$ cat config.mk
export PLATFORM = sky130hd
export DESIGN_NAME = async_serial_tx_rx
export DESIGN_NICKNAME = d
export VERILOG_FILES = /design/src/core/async_serial_pkg.sv /design/src/core/async_serial_tx_rx.sv
export SDC_FILE = /design/constraint.sdc
export NUM_CORES = 1
export LEC_CHECK = 0
export BUFFER_PORTS_ARGS = -buffer_cell sky130_fd_sc_hd__buf_2
export CORE_MARGIN = 3
export CORE_UTILIZATION = 58
export CTS_CLUSTER_DIAMETER = 50
export CTS_CLUSTER_SIZE = 10
export DETAILED_ROUTE_END_ITERATION = 7
export PLACE_DENSITY = 0.8
export SLEW_MARGIN = 20
export SYNTH_ARGS = -nofsm -noshare
export SYNTH_HDL_FRONTEND = slang
export SYNTH_SLANG_ARGS = --single-unit
$ cat constraint.sdc
create_clock -name core_clk -period 2.85 [get_ports core_clk]
set_input_delay 0.1425 -clock core_clk [delete_from_list [all_inputs] [get_ports core_clk]]
set_output_delay 0.1425 -clock core_clk [all_outputs]
set_load 0.02 [all_outputs]
$ cat src/core/async_serial_pkg.sv
/*
 * Constants shared by the asynchronous serial transmitter and receiver:
 * register indexes, bit positions, reset values, timing counts, states.
 * Assumes a bus slave that places register index N at byte address 4*N.
 */
package async_serial_pkg;

    // Register indexes; the byte address is four times the index.
    localparam logic [7:0] IX_INTERRUPT_CONTROL       = 8'h0b;
    localparam logic [7:0] IX_PERIPHERAL_FLAGS        = 8'h0c;
    localparam logic [7:0] IX_RECEIVE_STATUS_CONTROL  = 8'h18;
    localparam logic [7:0] IX_TRANSMIT_BUFFER         = 8'h19;
    localparam logic [7:0] IX_RECEIVE_FIFO            = 8'h1a;
    localparam logic [7:0] IX_PERIPHERAL_INT_ENABLES  = 8'h8c;
    localparam logic [7:0] IX_TRANSMIT_STATUS_CONTROL = 8'h98;
    localparam logic [7:0] IX_BAUD_DIVISOR            = 8'h99;

    // Fields of transmit_status_control.
    localparam int TSC_CLOCK_SOURCE = 7;
    localparam int TSC_NINE_SELECT  = 6;
    localparam int TSC_ENABLE       = 5;
    localparam int TSC_SYNC_SELECT  = 4;
    localparam int TSC_HIGH_SPEED   = 2;
    localparam int TSC_SHIFT_EMPTY  = 1;
    localparam int TSC_NINTH_BIT    = 0;

    // Fields of receive_status_control.
    localparam int RSC_PORT_ENABLE  = 7;
    localparam int RSC_NINE_SELECT  = 6;
    localparam int RSC_SINGLE_RX    = 5;
    localparam int RSC_CONTINUOUS   = 4;
    localparam int RSC_ADDR_DETECT  = 3;
    localparam int RSC_FRAMING_ERR  = 2;
    localparam int RSC_OVERRUN_ERR  = 1;
    localparam int RSC_NINTH_BIT    = 0;

    // Fields of peripheral_flags, peripheral_int_enables, interrupt_control.
    localparam int PF_RX_DATA       = 5;
    localparam int PF_TX_EMPTY      = 4;
    localparam int IC_GLOBAL_GATE   = 7;
    localparam int IC_PERIPH_GATE   = 6;

    // Reset values of the registers that read back.
    localparam logic [7:0] TSC_RESET = 8'h02;
    localparam logic [7:0] REG_RESET = 8'h00;

    // Timing: sixteen samples per bit, taken in the middle of a bit.
    localparam logic [3:0] SAMPLE_LAST = 4'hf;
    localparam logic [3:0] SAMPLE_MID  = 4'h7;
    // Low speed divides the baud tick by four more (x64 against x16).
    localparam logic [1:0] PRESCALE_LAST = 2'h3;
    localparam logic [1:0] FIFO_FULL     = 2'h2;
    localparam logic [3:0] FRAME_BITS_8  = 4'ha;
    localparam logic [3:0] FRAME_BITS_9  = 4'hb;
    localparam logic [3:0] DATA_LAST_8   = 4'h7;
    localparam logic [3:0] DATA_LAST_9   = 4'h8;

    typedef enum logic [1:0] {RX_IDLE, RX_START, RX_DATA, RX_STOP} rx_state_t;

endpackage : async_serial_pkg

$ cat src/core/async_serial_tx_rx.sv
/*
 * Asynchronous serial transmitter and receiver with its register file,
 * reached over an Avalon-MM slave with waitrequest.
 * Assumes rx_line is already synchronous to core_clk and that the pad
 * logic resolves tx_line from tx_line_oe.
 */
// The implementer's own choice: the Avalon-MM register port.
// Function
// - Shifter takes a new word only after the previous stop bit, at once.
// - Buffer-to-shifter move takes one cycle and sets the buffer-empty flag.
// - Buffer-empty flag ignores its enable; only a buffer load clears it.
// - Setting transmit enable sets the buffer-empty flag.
// - Read-only shifter-empty bit shows an idle shifter; no interrupt from it.
// - Sending needs enable, a loaded buffer and a baud shift clock.
// - Clearing transmit enable aborts, resets the transmitter, releases the pin.
// - Nine-bit mode sends the stored ninth bit; software sets it first.
// - Receive line sampled sixteen times per bit; data shifted per bit.
// - Receiver runs only while continuous receive is enabled.
// - After the stop bit a word enters the FIFO if room; flag then set.
// - Receive-data flag is read-only, cleared when the FIFO is empty.
// - Receive FIFO holds two words; two reads return both.
// - Stop bit with full FIFO sets overrun and drops the word.
// - Overrun blocks every further transfer into the FIFO.
// - Overrun clears whenever the receiver is disabled: continuous receive or port enable cleared, or sync set.
// - Stop bit sampled low sets the framing error of that word.
// - Framing error and ninth bit follow the oldest unread FIFO entry.
// - Interrupt needs flag, its enable, and both global gates.
// - Serial port enable with sync clear selects asynchronous mode.
// - Baud generator ticks at sixteen or sixty-four times the bit rate.
// - Frame: start bit, eight or nine data bits LSB first, stop bit.
module async_serial_tx_rx
    import async_serial_pkg::*;
(
    input  wire logic        core_clk,
    input  wire logic        sys_rst,
    input  wire logic [9:0]  address,
    input  wire logic        read,
    input  wire logic        write,
    input  wire logic [31:0] writedata,
    output logic      [31:0] readdata,
    output logic             waitrequest,
    input  wire logic        rx_line,
    output logic             tx_line,
    output logic             tx_line_oe,
    output logic             serial_irq
);

    typedef struct packed {
        logic [7:0]      int_ctl;
        logic [7:0]      int_en;
        logic            csrc;
        logic            tx9;
        logic            tx_enable;
        logic            sync;
        logic            high_speed_select;
        logic            tx_ninth_bit;
        logic            port_enable;
        logic            rx9;
        logic            sren;
        logic            rx_continuous_enable;
        logic            adden;
        logic [7:0]      divisor;
        logic [7:0]      txbuf;
        logic            buf_full;
        logic            tx_buffer_empty_flag;
        logic            busy;
        logic            run;
        logic [10:0]     transmit_shifter;
        logic [3:0]      tx_bits;
        logic [3:0]      tx_ph;
        logic [7:0]      bcnt;
        logic [1:0]      pre;
        rx_state_t       rx_st;
        logic [3:0]      rx_ph;
        logic [3:0]      rx_bits;
        logic [8:0]      receive_shifter;
        logic [1:0][9:0] fifo;
        logic            rd_ptr;
        logic [1:0]      count;
        logic            overrun_error;
        logic            irq;
        logic            txo;
        logic            txoe;
        logic            wreq;
        logic [7:0]      rdata;
    } state_t;

    state_t     q;
    state_t     n;
    logic       acc;
    logic [7:0] idx;
    logic       wr_tx;
    logic       bg_run;
    logic       os;
    logic       rx_en;
    logic       push;
    logic       pop;
    logic [9:0] head;

    // A request is taken at the edge where waitrequest is seen low.
    assign acc    = (read | write) & ~q.wreq;
    assign idx    = address[9:2];
    assign wr_tx  = acc & write & (idx == IX_TRANSMIT_BUFFER);
    assign head   = q.fifo[q.rd_ptr];
    // The generator is held in reset while neither direction is enabled.
    assign bg_run = q.tx_enable | q.rx_continuous_enable;
    assign os     = bg_run & (q.bcnt == 8'h00)
                    & (q.high_speed_select | (q.pre == PRESCALE_LAST));
    assign rx_en  = q.port_enable & q.rx_continuous_enable & ~q.sync;

    always_comb begin
        n    = q;
        push = 1'b0;
        pop  = 1'b0;

        // Bus slave: one wait cycle, then the answer.
        n.wreq = ~((read | write) & q.wreq);
        if (read & q.wreq) begin
            unique case (idx)
                IX_INTERRUPT_CONTROL:      n.rdata = q.int_ctl;
                IX_PERIPHERAL_FLAGS:       n.rdata = {2'b00, q.count != 2'b00,
                                                      q.tx_buffer_empty_flag, 4'h0};
                IX_RECEIVE_STATUS_CONTROL: n.rdata = {q.port_enable, q.rx9, q.sren,
                                                      q.rx_continuous_enable, q.adden, head[9],
                                                      q.overrun_error, head[8]};
                IX_TRANSMIT_BUFFER:        n.rdata = q.txbuf;
                IX_RECEIVE_FIFO:           n.rdata = head[7:0];
                IX_PERIPHERAL_INT_ENABLES: n.rdata = q.int_en;
                IX_TRANSMIT_STATUS_CONTROL: n.rdata = {q.csrc, q.tx9, q.tx_enable,
                                                      q.sync, 1'b0, q.high_speed_select,
                                                      ~q.busy, q.tx_ninth_bit};
                IX_BAUD_DIVISOR:           n.rdata = q.divisor;
                default:                   n.rdata = 8'h00;
            endcase
        end

        // Baud generator: a tick every divisor+1 clocks.
        if (!bg_run) begin
            n.bcnt = q.divisor;
            n.pre  = 2'b00;
        end else if (q.bcnt == 8'h00) begin
            n.bcnt = q.divisor;
            n.pre  = q.pre + 2'b01;
        end else begin
            n.bcnt = q.bcnt - 8'h01;
        end

        // Transmitter.
        if (!q.tx_enable) begin
            n.busy = 1'b0;
            n.run  = 1'b0;
        end else if (!q.busy) begin
            if (q.buf_full) begin
                // The whole frame is built at load, so the ninth bit is the one stored now.
                n.transmit_shifter      = {1'b1, q.tx9 ? q.tx_ninth_bit : 1'b1, q.txbuf, 1'b0};
                n.tx_bits  = q.tx9 ? FRAME_BITS_9 : FRAME_BITS_8;
                n.busy     = 1'b1;
                n.run      = 1'b0;
                n.tx_ph    = 4'h0;
                n.buf_full = 1'b0;
                n.tx_buffer_empty_flag     = 1'b1;
            end
        end else if (os) begin
            if (!q.run) begin
                n.run = 1'b1;
            end else begin
                n.tx_ph = q.tx_ph + 4'h1;
                if (q.tx_ph == SAMPLE_LAST) begin
                    n.transmit_shifter     = {1'b1, q.transmit_shifter[10:1]};
                    n.tx_bits = q.tx_bits - 4'h1;
                    if (q.tx_bits == 4'h1) begin
                        n.busy = 1'b0;
                        n.run  = 1'b0;
                    end
                end
            end
        end

        // Receiver: sample in the middle of each sixteenth-rate bit cell.
        if (!rx_en) begin
            n.rx_st = RX_IDLE;
            n.overrun_error  = 1'b0;
        end else if (os) begin
            unique case (q.rx_st)
                RX_IDLE: begin
                    if (!rx_line) begin
                        n.rx_st = RX_START;
                        n.rx_ph = 4'h0;
                    end
                end
                RX_START: begin
                    n.rx_ph = q.rx_ph + 4'h1;
                    if (q.rx_ph == SAMPLE_MID) begin
                        // A low glitch shorter than half a bit is no start.
                        n.rx_st   = rx_line ? RX_IDLE : RX_DATA;
                        n.rx_ph   = 4'h0;
                        n.rx_bits = 4'h0;
                    end
                end
                RX_DATA: begin
                    n.rx_ph = q.rx_ph + 4'h1;
                    if (q.rx_ph == SAMPLE_LAST) begin
                        n.receive_shifter[q.rx_bits] = rx_line;
                        n.rx_bits = q.rx_bits + 4'h1;
                        if (q.rx_bits == (q.rx9 ? DATA_LAST_9 : DATA_LAST_8)) begin
                            n.rx_st = RX_STOP;
                        end
                    end
                end
                RX_STOP: begin
                    n.rx_ph = q.rx_ph + 4'h1;
                    if (q.rx_ph == SAMPLE_LAST) begin
                        n.rx_st = RX_IDLE;
                        if (q.overrun_error) begin
                            push = 1'b0;
                        end else if (q.count == FIFO_FULL) begin
                            n.overrun_error = 1'b1;
                        end else begin
                            push = 1'b1;
                            // The slot behind the head; with one word stored it is the other one.
                            n.fifo[q.rd_ptr ^ q.count[0]] =
                                {~rx_line, q.rx9 & q.receive_shifter[8], q.receive_shifter[7:0]};
                        end
                    end
                end
            endcase
        end

        // Register writes and read side effects.
        if (acc & write) begin
            unique case (idx)
                IX_INTERRUPT_CONTROL:      n.int_ctl = writedata[7:0];
                IX_PERIPHERAL_INT_ENABLES: n.int_en = writedata[7:0];
                IX_BAUD_DIVISOR:           n.divisor = writedata[7:0];
                // A load in the same cycle as a move wins, so the flag shows the new word.
                IX_TRANSMIT_BUFFER: begin
                    n.txbuf    = writedata[7:0];
                    n.buf_full = 1'b1;
                    n.tx_buffer_empty_flag     = 1'b0;
                end
                IX_RECEIVE_STATUS_CONTROL: begin
                    n.port_enable  = writedata[RSC_PORT_ENABLE];
                    n.rx9   = writedata[RSC_NINE_SELECT];
                    n.sren  = writedata[RSC_SINGLE_RX];
                    n.rx_continuous_enable  = writedata[RSC_CONTINUOUS];
                    n.adden = writedata[RSC_ADDR_DETECT];
                end
                IX_TRANSMIT_STATUS_CONTROL: begin
                    n.csrc = writedata[TSC_CLOCK_SOURCE];
                    n.tx9  = writedata[TSC_NINE_SELECT];
                    n.tx_enable = writedata[TSC_ENABLE];
                    n.sync = writedata[TSC_SYNC_SELECT];
                    n.high_speed_select = writedata[TSC_HIGH_SPEED];
                    n.tx_ninth_bit = writedata[TSC_NINTH_BIT];
                    if (writedata[TSC_ENABLE] & ~q.tx_enable) begin
                        n.tx_buffer_empty_flag = 1'b1;
                    end
                end
                default: n.rdata = q.rdata;
            endcase
        end
        if (acc & read & (idx == IX_RECEIVE_FIFO) & (q.count != 2'b00)) begin
            pop      = 1'b1;
            n.rd_ptr = ~q.rd_ptr;
        end
        // A read and a stored word in one cycle leave the count unchanged.
        n.count = q.count + {1'b0, push} - {1'b0, pop};

        // Pin and interrupt outputs, all registered.
        n.txo  = (n.busy & n.run) ? n.transmit_shifter[0] : 1'b1;
        n.txoe = n.port_enable & n.tx_enable & ~n.sync;
        n.irq  = q.int_ctl[IC_GLOBAL_GATE] & q.int_ctl[IC_PERIPH_GATE]
                 & ((q.tx_buffer_empty_flag & q.int_en[PF_TX_EMPTY])
                 | ((q.count != 2'b00) & q.int_en[PF_RX_DATA]));
    end

    always_ff @(posedge core_clk) begin
        if (sys_rst) begin
            q       <= '0;
            q.wreq  <= 1'b1;
            q.txo   <= 1'b1;
            q.rx_st <= RX_IDLE;
        end else begin
            q <= n;
        end
    end

    assign readdata    = {24'h000000, q.rdata};
    assign waitrequest = q.wreq;
    assign tx_line     = q.txo;
    assign tx_line_oe  = q.txoe;
    assign serial_irq  = q.irq;
endmodule : async_serial_tx_rx

==> reports/results.ini, run 1 <==
[outcome]
status=finished clean

[die]
num_rows=37
die-height_um=111
io_pins=83
start_util_pct=61.0
die_width_um=111
die_area_mm2=0.0124
core-area_mm2=0.0106

[clock_tree]
clk_latency_ps=530
cts-buffers-inserted=17
cts_sinks=131
h-tree-depth=4
cts_tree=done
clockBufferDepth=2
post-cts-setup-buffers=0
clk_pin_slew_ps=60
root_buffer=clkbuf_8

[global_routing]
grt_usage_pct=25.9
gr-total-overflow=0
grt_pass1_vias=5266
antenna_found_initial=0
grt_first_pass_wirelength_um=26000
grt_max_degree=74

[drt]
routed-via-count=5562
finalWirelength_um=15900
ant_nets=0
via_per_inst=6.04
wl_per_cell_um=17.3
dr.first_iter.drc_count=593
route.detailed.drc=0
firstDrtPassIters=5

[setup_path]
crit_slowest_cell=or3_1
cp-end-kind=flip-flop
r2r_setup_slack_ps=350
r2r_start=q[49]$_SDFFE_PP0P_
critPathMaxStageDelay_ps=420
cp.arrival_ps=2910
worstSetupStartpointType=flip-flop
worst_ep_required_time_ps=3250
path_common_cell=ha_1
critPathKind=flip-flop to flip-flop
cp_cell_sequence=ha_1 -> nand3_1 -> or3_1 -> nor4_1 -> o21ai_0 -> ha_1 -> inv_1 -> ha_1 -> xnor2_1 -> xnor2_1 -> nor2_1
reg2reg_depth=11
path_max_fanout=5
timing.rr.end=q[14]$_SDFF_PP0_

[synthesis]
synth_area_leaders=dfxtp_1, mux2i_1, nor2_1
synth_seq_area_share_pct=40.7
synth_ff_type=dfxtp_1
synth.largest_area_cell=dfxtp_1
yosysTopAreaCellShare_pct=40.7
ys_ff_latch=131
avgSynthCellArea_um2=8.64
synth.distinct_cells=65
ys_warn_count=0
synthCells=745
synthArstFlopShare_pct=0
synth_edf_count=0
synth_area_mm2=0.00644

[finish]
final_cell_area_mm2=0.00728
area_growth_pct=13.0
multi_input_area_mm2=0.00344
diodes=0
drive_gt1_share_pct=11.2
fill_cells=759
register_area_mm2=0.00262
finish.net_count=833

[power]
power_density_mw_per_mm2=575
ir_drop_uv=473
power.share.sequential_pct=43.8
switching_share_pct=21.9
comb_power_share_pct=3.9
power_frac_clock_pct=52.2
p_int_mw=3.27
p_leak_nw=2.82
switchingPower_mw=0.916

[placement]
place_congestion=0.970
placed_cell_area_mm2=0.00657
io_buffers=32
hpwl_um=10900

[min_path]
holdPathStages=4
hold_path_end=readdata[5]$_SDFFE_PP0P_
hp-start=read
hp-class=input port to flip-flop

[timing]
fmax_ghz=0.399
setup_viol=0
hold_viol_final=0
tightest_slew_ps=814
slew_viol_final=0
layout_min_cycle_time_ps=2500
grt_setup_unrepaired=no
finalCritPeriodShare_pct=87.9
finClkSkew_ps=9.47
relSlewSlack_pct=44.3
finalSetupTns_ps=0

[run]
maxCapViolations=0

cell usage in the layout (no fill, tap or decap), types with 20 or more instances in the layout:
| cell type | instances |
|---|---|
| dfxtp_1 | 131 |
| nor2_1 | 108 |
| mux2i_1 | 75 |
| nand2_1 | 63 |
| a21oi_1 | 38 |
| buf_2 | 31 |
| nor3_1 | 26 |
| conb_1 | 24 |
| nand3_1 | 20 |
timing repair:
item | CTS | global route
hold endpoints to repair | 39 | 0
hold buffers | 11 | 0
gates resized for setup | 0 | 0
flip-flops by register name, indices dropped and copies added (netlist names), named ones only:
register,flops
tx_line_oe,1
serial_irq,1
tx_line,1
readdata,8
waitrequest,1
q,118
worst max-delay path by stage:
stage,start,end,slack [ps],depth (start not counted)
2_1_floorplan,q[57]$_SDFF_PP0_,q[14]$_SDFF_PP0_,500,12
3_3_place_gp,address[9],q[14]$_SDFF_PP0_,400,10
3_5_place_dp,address[9],q[14]$_SDFF_PP0_,270,10
4_1_cts,q[49]$_SDFFE_PP0P_,q[14]$_SDFF_PP0_,370,11
5_1_grt,q[49]$_SDFFE_PP0P_,q[14]$_SDFF_PP0_,110,11
6_report,q[49]$_SDFFE_PP0P_,q[14]$_SDFF_PP0_,350,11
worst max-delay path: cells and delay by family, from the launching register on:
kind                     cells  cell delay, ps
flip-flops                   1             380
buffers and inverters        1              40
AND/OR/NAND/NOR              4             800
XOR/XNOR                     2             310
AO/OA/AOI/OAI                1             140
adder cells (fa/ha/maj)      3             720
power groups by stage:
stage | logic [mW] | registers [mW] | clock network, mW
after floorplan | 0.120 | 1.88 | 0
after global placement | 0.142 | 1.87 | 0
after detailed placement | 0.146 | 1.87 | 0
after CTS | 0.158 | 1.84 | 2.20
after global routing | 0.174 | 1.83 | 2.28
final | 0.164 | 1.84 | 2.19
cell usage after synthesis (2+ instances only):
cell and number:
a2111oi_0 6, a211o_1 2, a211oi_1 17, a21oi_1 38, a221oi_1 2, a22o_1 2, a31oi_1 2, a32o_1 5
and2_1 3, and3_1 3, buf_1 4, buf_2 4, buf_4 32, clkbuf_1 32, dfxtp_1 131, ha_1 13
inv_1 17, mux2_2 2, mux2i_1 75, nand2_1 63, nand2b_1 7, nand3_1 20, nand3b_1 4, nand4_1 9
nand4b_1 4, nor2_1 108, nor2b_1 13, nor3_1 26, nor3b_1 6, nor4_1 4, nor4_2 2, o211ai_1 2
o21ai_0 17, o21ai_1 7, o22a_1 2, o22ai_1 9, or3_1 5, or3b_1 4, or4_1 3, xnor2_1 9
xor2_1 7
stage by stage:
stage / std cells / hold slack (ps) / setup WS (ps) / util (%) / power [mW]
2_1_floorplan: 768 / 258 / 496 / - / 2.00
3_3_place_gp: 879 / 389 / 396 / 62.3 / 2.02
3_5_place_dp: 879 / 396 / 271 / 62.3 / 2.02
4_1_cts: 921 / 54.2 / 366 / 68.9 / 4.19
5_1_grt: 921 / 96.0 / 110 / 68.9 / 4.29
6_report: 921 / 73.3 / 346 / 68.9 / 4.19
routing by layer:
layer  track usage (%)  up-vias  share of wire, %
li1                  -     2635                 -
met1              33.0     2645                43
met2              41.7      245                47
met3              6.96       37               7.6
met4              10.9        0               2.4
met5                 0        -                 0
logic make-up (layout without fill, tap and decap cells):
family                     after synthesis  count (layout)  share of synthesized area, %
and+or+nand+nor                        294             294                          22.3
DFF                                    131             131                          40.7
AOI/OAI and AO/OA                      123             123                          12.7
buffers and inverters                   89             106                          7.13
muxes                                   78              78                          12.4
xor gates and xnor gates                16              16                          2.18
adders and majority gates               13              13                          2.53
other                                    1              24                        0.0583
area by class of cell:
| cell class | count | share of cell area (%) |
|---|---|---|
| clock buffers | 22 | 6.36 |
| clock inverters | 9 | 1.77 |
| inverters | 17 | 0.877 |
| multi-input cells | 548 | 47.3 |
| flip-flops and latches | 131 | 36.0 |
| well taps | 136 | 2.34 |
| repair buffers | 58 | 5.30 |
(Power assumes the default switching activity.)
==> run 2, diff against run 1 <==
--- a/config.mk
+++ b/config.mk
@@ -11,7 +11,7 @@
 export CTS_CLUSTER_DIAMETER = 50
 export CTS_CLUSTER_SIZE = 10
 export DETAILED_ROUTE_END_ITERATION = 7
-export PLACE_DENSITY = 0.8
+export PLACE_DENSITY = 0.88
 export SLEW_MARGIN = 20
 export SYNTH_ARGS = -nofsm -noshare
 export SYNTH_HDL_FRONTEND = slang
==> run 2 against run 1 <==
Net effect:
- design area is 0.79% higher
- maximum frequency is 3.6% lower
- non-clock buffer count is 1 higher
- clock skew hardly changed
- clock-buffer cell count is 4 lower
- critical path depth stayed put
- cell count is 0.22% higher
- die area stayed put
- worst hold slack worse by 2.3 ps
- clock power is 9% higher
- critical path type unchanged
- highest routed layer unchanged
==> reports/results.ini, run 2 (synthesized netlist as in run 1, its figures left out) <==
[outcome]
status=finished clean

[min_path]
hold_path_end=readdata[5]$_SDFFE_PP0P_
hp-class=input port to flip-flop
holdPathStages=4
hp-start=read

[clock_tree]
cts-buffers-inserted=17
cts_tree=done
clockBufferDepth=2
clk_latency_ps=530
cts_sinks=131
h-tree-depth=4
cts_resized=0
clk_pin_slew_ps=60
root_buffer=clkbuf_8

[setup_path]
cp_cell_sequence=ha_1 -> nand3_1 -> or3_1 -> nor4_1 -> o21ai_0 -> ha_1 -> inv_1 -> ha_1 -> xnor2_1 -> xnor2_1 -> nor2_1
critPathLaunch=q[49]$_SDFFE_PP0P_
critPathKind=flip-flop to flip-flop
crit_buf_inv=1
reg2reg_depth=11
crit_slowest_cell=or3_1
r2r_setup_slack_ps=250
cpLargestDelayFamily=simple AND/OR/NAND/NOR gates
path_common_cell=ha_1
r2r_start=q[49]$_SDFFE_PP0P_
critPathMaxStageDelay_ps=430
worstSetupStartpointType=flip-flop
path_max_fanout=5
cp.arrival_ps=2990
worst_ep_required_time_ps=3250
timing.rr.end=q[14]$_SDFF_PP0_
cp-end-kind=flip-flop

[timing]
holdWs_ps=71.0
setup_viol=0
slew_viol_final=0
relSlewSlack_pct=51.7
finClkSkew_ps=9.22
finalSetupTns_ps=0
tightest_slew_ps=723
layout_min_cycle_time_ps=2600
hold_viol_final=0
finalCritPeriodShare_pct=91.2
grt_setup_unrepaired=no
fmax_ghz=0.385

[finish]
largest_reg_flops=118
fin_util_pct=69.5
drive_gt1_share_pct=11.6
regMostFlops=q
final_cell_area_mm2=0.00733
diodes=0
finish.net_count=834
register_area_mm2=0.00262
fill_cells=721
final_cell_mix=dfxtp_1, nor2_1, mux2i_1
final_common_cell=dfxtp_1
multi_input_area_mm2=0.00344
area_growth_pct=13.9

[die]
start_util_pct=61.0
die_width_um=111
io_pins=83
num_rows=37
die_area_mm2=0.0124
core-area_mm2=0.0106
die-height_um=111

[power]
comb_power_share_pct=3.8
p_int_mw=3.40
p_leak_nw=2.84
switching_share_pct=22.3
power_density_mw_per_mm2=597
ir_drop_uv=462
power.share.sequential_pct=41.9
power_frac_clock_pct=54.3
switchingPower_mw=0.978

[drt]
via_per_inst=6.15
wl_per_cell_um=18.1
finalWirelength_um=16700
routed-via-count=5681
ant_nets=0
route.detailed.drc=0
dr.first_iter.drc_count=672
firstDrtPassIters=5

[placement]
place_congestion=0.898
hpwl_um=11000
placed_cell_area_mm2=0.00658
io_buffers=32

[global_routing]
gr-total-overflow=0
grt_pass1_vias=5499
antenna_found_initial=0
grt_usage_pct=27.0
grt_first_pass_wirelength_um=27300
grt_max_degree=62

[run]
maxCapViolations=0

[run 2: cell count changes in the layout (fill, tap and decap cells not counted), sizes merged]
cell,before,now
inv,17,21
clkinvlp,2,1
clkbuf,22,18
bufinv,3,5
buf,47,48
[run 2: worst max-delay path by stage]
stage	end	slack (ps)	depth (start not counted)
finish	q[14]$_SDFF_PP0_	250	11
global route	q[14]$_SDFF_PP0_	110	11
CTS	q[14]$_SDFF_PP0_	280	11
detailed placement	q[14]$_SDFF_PP0_	310	10
global placement	q[14]$_SDFF_PP0_	390	10
floorplan	q[14]$_SDFF_PP0_	500	12
[run 2: timing repair]
| action | 4_1_cts | 5_1_grt |
|---|---|---|
| buffers inserted | 0 | 0 |
| hold buffers | 11 | 0 |
| hold endpoints to repair | 48 | 0 |
| setup endpoints to repair | 0 | 0 |
[run 2: worst reg2reg max path, delay by kind of cell, from the launching register on]
family / cells / cell delay, ps
AOI/OAI and AO/OA: 1 / 150
and+or+nand+nor: 4 / 850
buffers and inverters: 1 / 40
adders and majority gates: 3 / 740
DFF: 1 / 370
xor gates and xnor gates: 2 / 310
[run 2: layer usage]
| metal | global-route usage [%] | share of wire (%) | up-vias |
|---|---|---|---|
| li1 | - | - | 2642 |
| met1 | 32.2 | 40 | 2687 |
| met2 | 44.4 | 48 | 288 |
| met3 | 7.55 | 8.6 | 64 |
| met4 | 14.1 | 3.9 | 0 |
| met5 | 0 | 0 | - |
[run 2: cell type report]
cell class              instances  share of cell area [%]
multi-input cells             548                    46.9
flip-flops and latches        131                    35.8
clock buffers                  18                    5.70
repair buffers                 59                    5.36
clock inverters                14                    3.05
well taps                     136                    2.32
inverters                      17                   0.870
[run 2: power groups by stage]
stage	Sequential (mW)	Combinational [mW]	Clock (mW)
3_5_place_dp	1.87	0.146	0
5_1_grt	1.83	0.175	2.47
3_3_place_gp	1.87	0.144	0
2_1_floorplan	1.88	0.120	0
6_report	1.83	0.165	2.38
4_1_cts	1.83	0.160	2.40
[run 2: metrics by stage]
step                      setup WS (ps)  instances  total power [mW]
after floorplan                     496        768              2.00
after global placement              393        880              2.02
after detailed placement            306        880              2.02
after CTS                           280        923              4.39
after global routing                108        923              4.48
final                               251        923              4.38
==> run 3, diff against run 2 <==
--- a/config.mk
+++ b/config.mk
@@ -6,12 +6,15 @@
 export NUM_CORES = 1
 export LEC_CHECK = 0
 export BUFFER_PORTS_ARGS = -buffer_cell sky130_fd_sc_hd__buf_2
+export CELL_PAD_IN_SITES_DETAIL_PLACEMENT = 1
+export CELL_PAD_IN_SITES_GLOBAL_PLACEMENT = 1
 export CORE_MARGIN = 3
-export CORE_UTILIZATION = 58
+export CORE_UTILIZATION = 45
+export CTS_BUF_LIST = sky130_fd_sc_hd__clkbuf_2 sky130_fd_sc_hd__clkbuf_4 sky130_fd_sc_hd__clkbuf_8
 export CTS_CLUSTER_DIAMETER = 50
 export CTS_CLUSTER_SIZE = 10
 export DETAILED_ROUTE_END_ITERATION = 7
-export PLACE_DENSITY = 0.88
+export PLACE_DENSITY = 0.9
 export SLEW_MARGIN = 20
 export SYNTH_ARGS = -nofsm -noshare
 export SYNTH_HDL_FRONTEND = slang
==> run 3 against run 2 <==
Net effect:
- design area decreased by 3.0%
- largest power group is now registers
- critical path type unchanged
- via count increased by 1.3%
- sequential power about the same
- die area increased by 27%
==> reports/results.ini, run 3 (synthesized netlist as in run 1, its figures left out) <==
[die]
die-height_um=126
die_width_um=126
die_area_mm2=0.0158
core-area_mm2=0.0139
num_rows=43
io_pins=83
start_util_pct=46.2

[timing]
relSlewSlack_pct=47.7
fmax_ghz=0.385
hold_viol_final=0
tightest_slew_ps=764
holdWs_ps=26.7
layout_min_cycle_time_ps=2600
finalCritPeriodShare_pct=91.1
finClkSkew_ps=14.7
grt_setup_unrepaired=no
finalSetupTns_ps=0
slew_viol_final=0
setup_viol=0

[drt]
ant_nets=0
firstDrtPassIters=5
finalWirelength_um=20600
wl_met2_um=10400
wl_met1_um=8340
routed-via-count=5757
route.detailed.drc=0
via_per_inst=5.98
dr.first_iter.drc_count=513
routed.top_layer=met4
met3_length_um=1070
wl_per_cell_um=21.3

[clock_tree]
post-cts-setup-buffers=0
h-tree-depth=4
root_buffer=clkbuf_8
cts_tree=done
clk_pin_slew_ps=80
cts-buffers-inserted=17
cts_sinks=131
clockBufferDepth=2
clk_latency_ps=470

[min_path]
holdPathStages=3
hp-class=input port to flip-flop
hold_path_end=q[88]$_SDFFE_PP0P_
hp-start=writedata[0]

[placement]
place_congestion=0.881
hpwl_um=13300
dp_cells=927
io_buffers=32

[finish]
drive_gt1_share_pct=12.6
finish.net_count=830
final_cell_mix=dfxtp_1, nor2_1, mux2i_1
area_growth_pct=10.5
final_common_cell=dfxtp_1
regMostFlops=q
largest_reg_flops=118
diodes=0
stdcell_count=963
fill_cells=1644

[setup_path]
worstSetupStartpointType=flip-flop
timing.rr.end=q[14]$_SDFF_PP0_
cp-end-kind=flip-flop
path_max_fanout=5
reg2reg_depth=11
critPathKind=flip-flop to flip-flop
cp.arrival_ps=2930
r2r_start=q[49]$_SDFFE_PP0P_
r2r_setup_slack_ps=250
worst_ep_required_time_ps=3180

[global_routing]
grt_first_pass_wirelength_um=32700
antenna_found_initial=0
grt_max_degree=70
gr-total-overflow=0
grt_pass1_vias=6147
grt_usage_pct=25.8

[power]
power_density_mw_per_mm2=508
ir_drop_uv=247
p_leak_nw=2.72

[outcome]
status=finished clean

[run]
maxCapViolations=0

run 3: worst max path at each step:
stage,start,end,cells past startpoint
6_report,q[49]$_SDFFE_PP0P_,q[14]$_SDFF_PP0_,11
5_1_grt,q[49]$_SDFFE_PP0P_,q[14]$_SDFF_PP0_,11
4_1_cts,q[57]$_SDFF_PP0_,q[14]$_SDFF_PP0_,12
3_5_place_dp,q[57]$_SDFF_PP0_,q[14]$_SDFF_PP0_,12
3_3_place_gp,address[9],q[14]$_SDFF_PP0_,10
2_1_floorplan,q[57]$_SDFF_PP0_,q[14]$_SDFF_PP0_,12
run 3: stage by stage:
step	cell area, um^2	power [mW]	setup slack [ps]	utilization (%)
floorplan	6520	2.00	496	-
global placement	6660	2.02	415	47.8
detailed placement	6660	2.03	179	47.8
CTS	7100	3.61	100	51.0
global route	7120	3.71	69.0	51.1
finish	7120	3.62	252	51.1
run 3: layout make-up:
class	instances	area [um^2]	share of cell area, %
Multi-Input combinational cell	548	3460	48.6
Sequential cell	131	2620	36.9
Timing Repair Buffer	55	345	4.85
Clock buffer	23	298	4.18
Tap cell	180	225	3.17
Clock inverter	9	104	1.46
Inverter	17	63.8	0.897
run 3: per-layer routing:
metal,vias to the layer above,GRT usage [%]
met5,-,0
met4,0,12.0
met3,70,5.25
met2,225,45.8
met1,2839,29.6
li1,2623,-
run 3: report_power, final:
part	switching, mW	internal, mW	total, mW
Sequential	0.00229	1.83	1.83
Combinational	0.126	0.0384	0.164
Clock	0.751	0.870	1.62
Total	0.879	2.74	3.62
run 3: critical path, cell delays in order (launching register included):
cell and delay, ps:
dfxtp_1 380, ha_2 240, nand3_1 140, or3_1 460, nor4_2 180, o21ai_0 130, ha_1 300, inv_1 50
ha_1 190, xnor2_1 200, xnor2_1 140, nor2_1 60
run 3: timing repair:
item	4_1_cts	5_1_grt
hold buffers	4	0
endpoints found under the setup margin	0	1
endpoints found under the hold margin	4	0
gates resized for setup	0	4
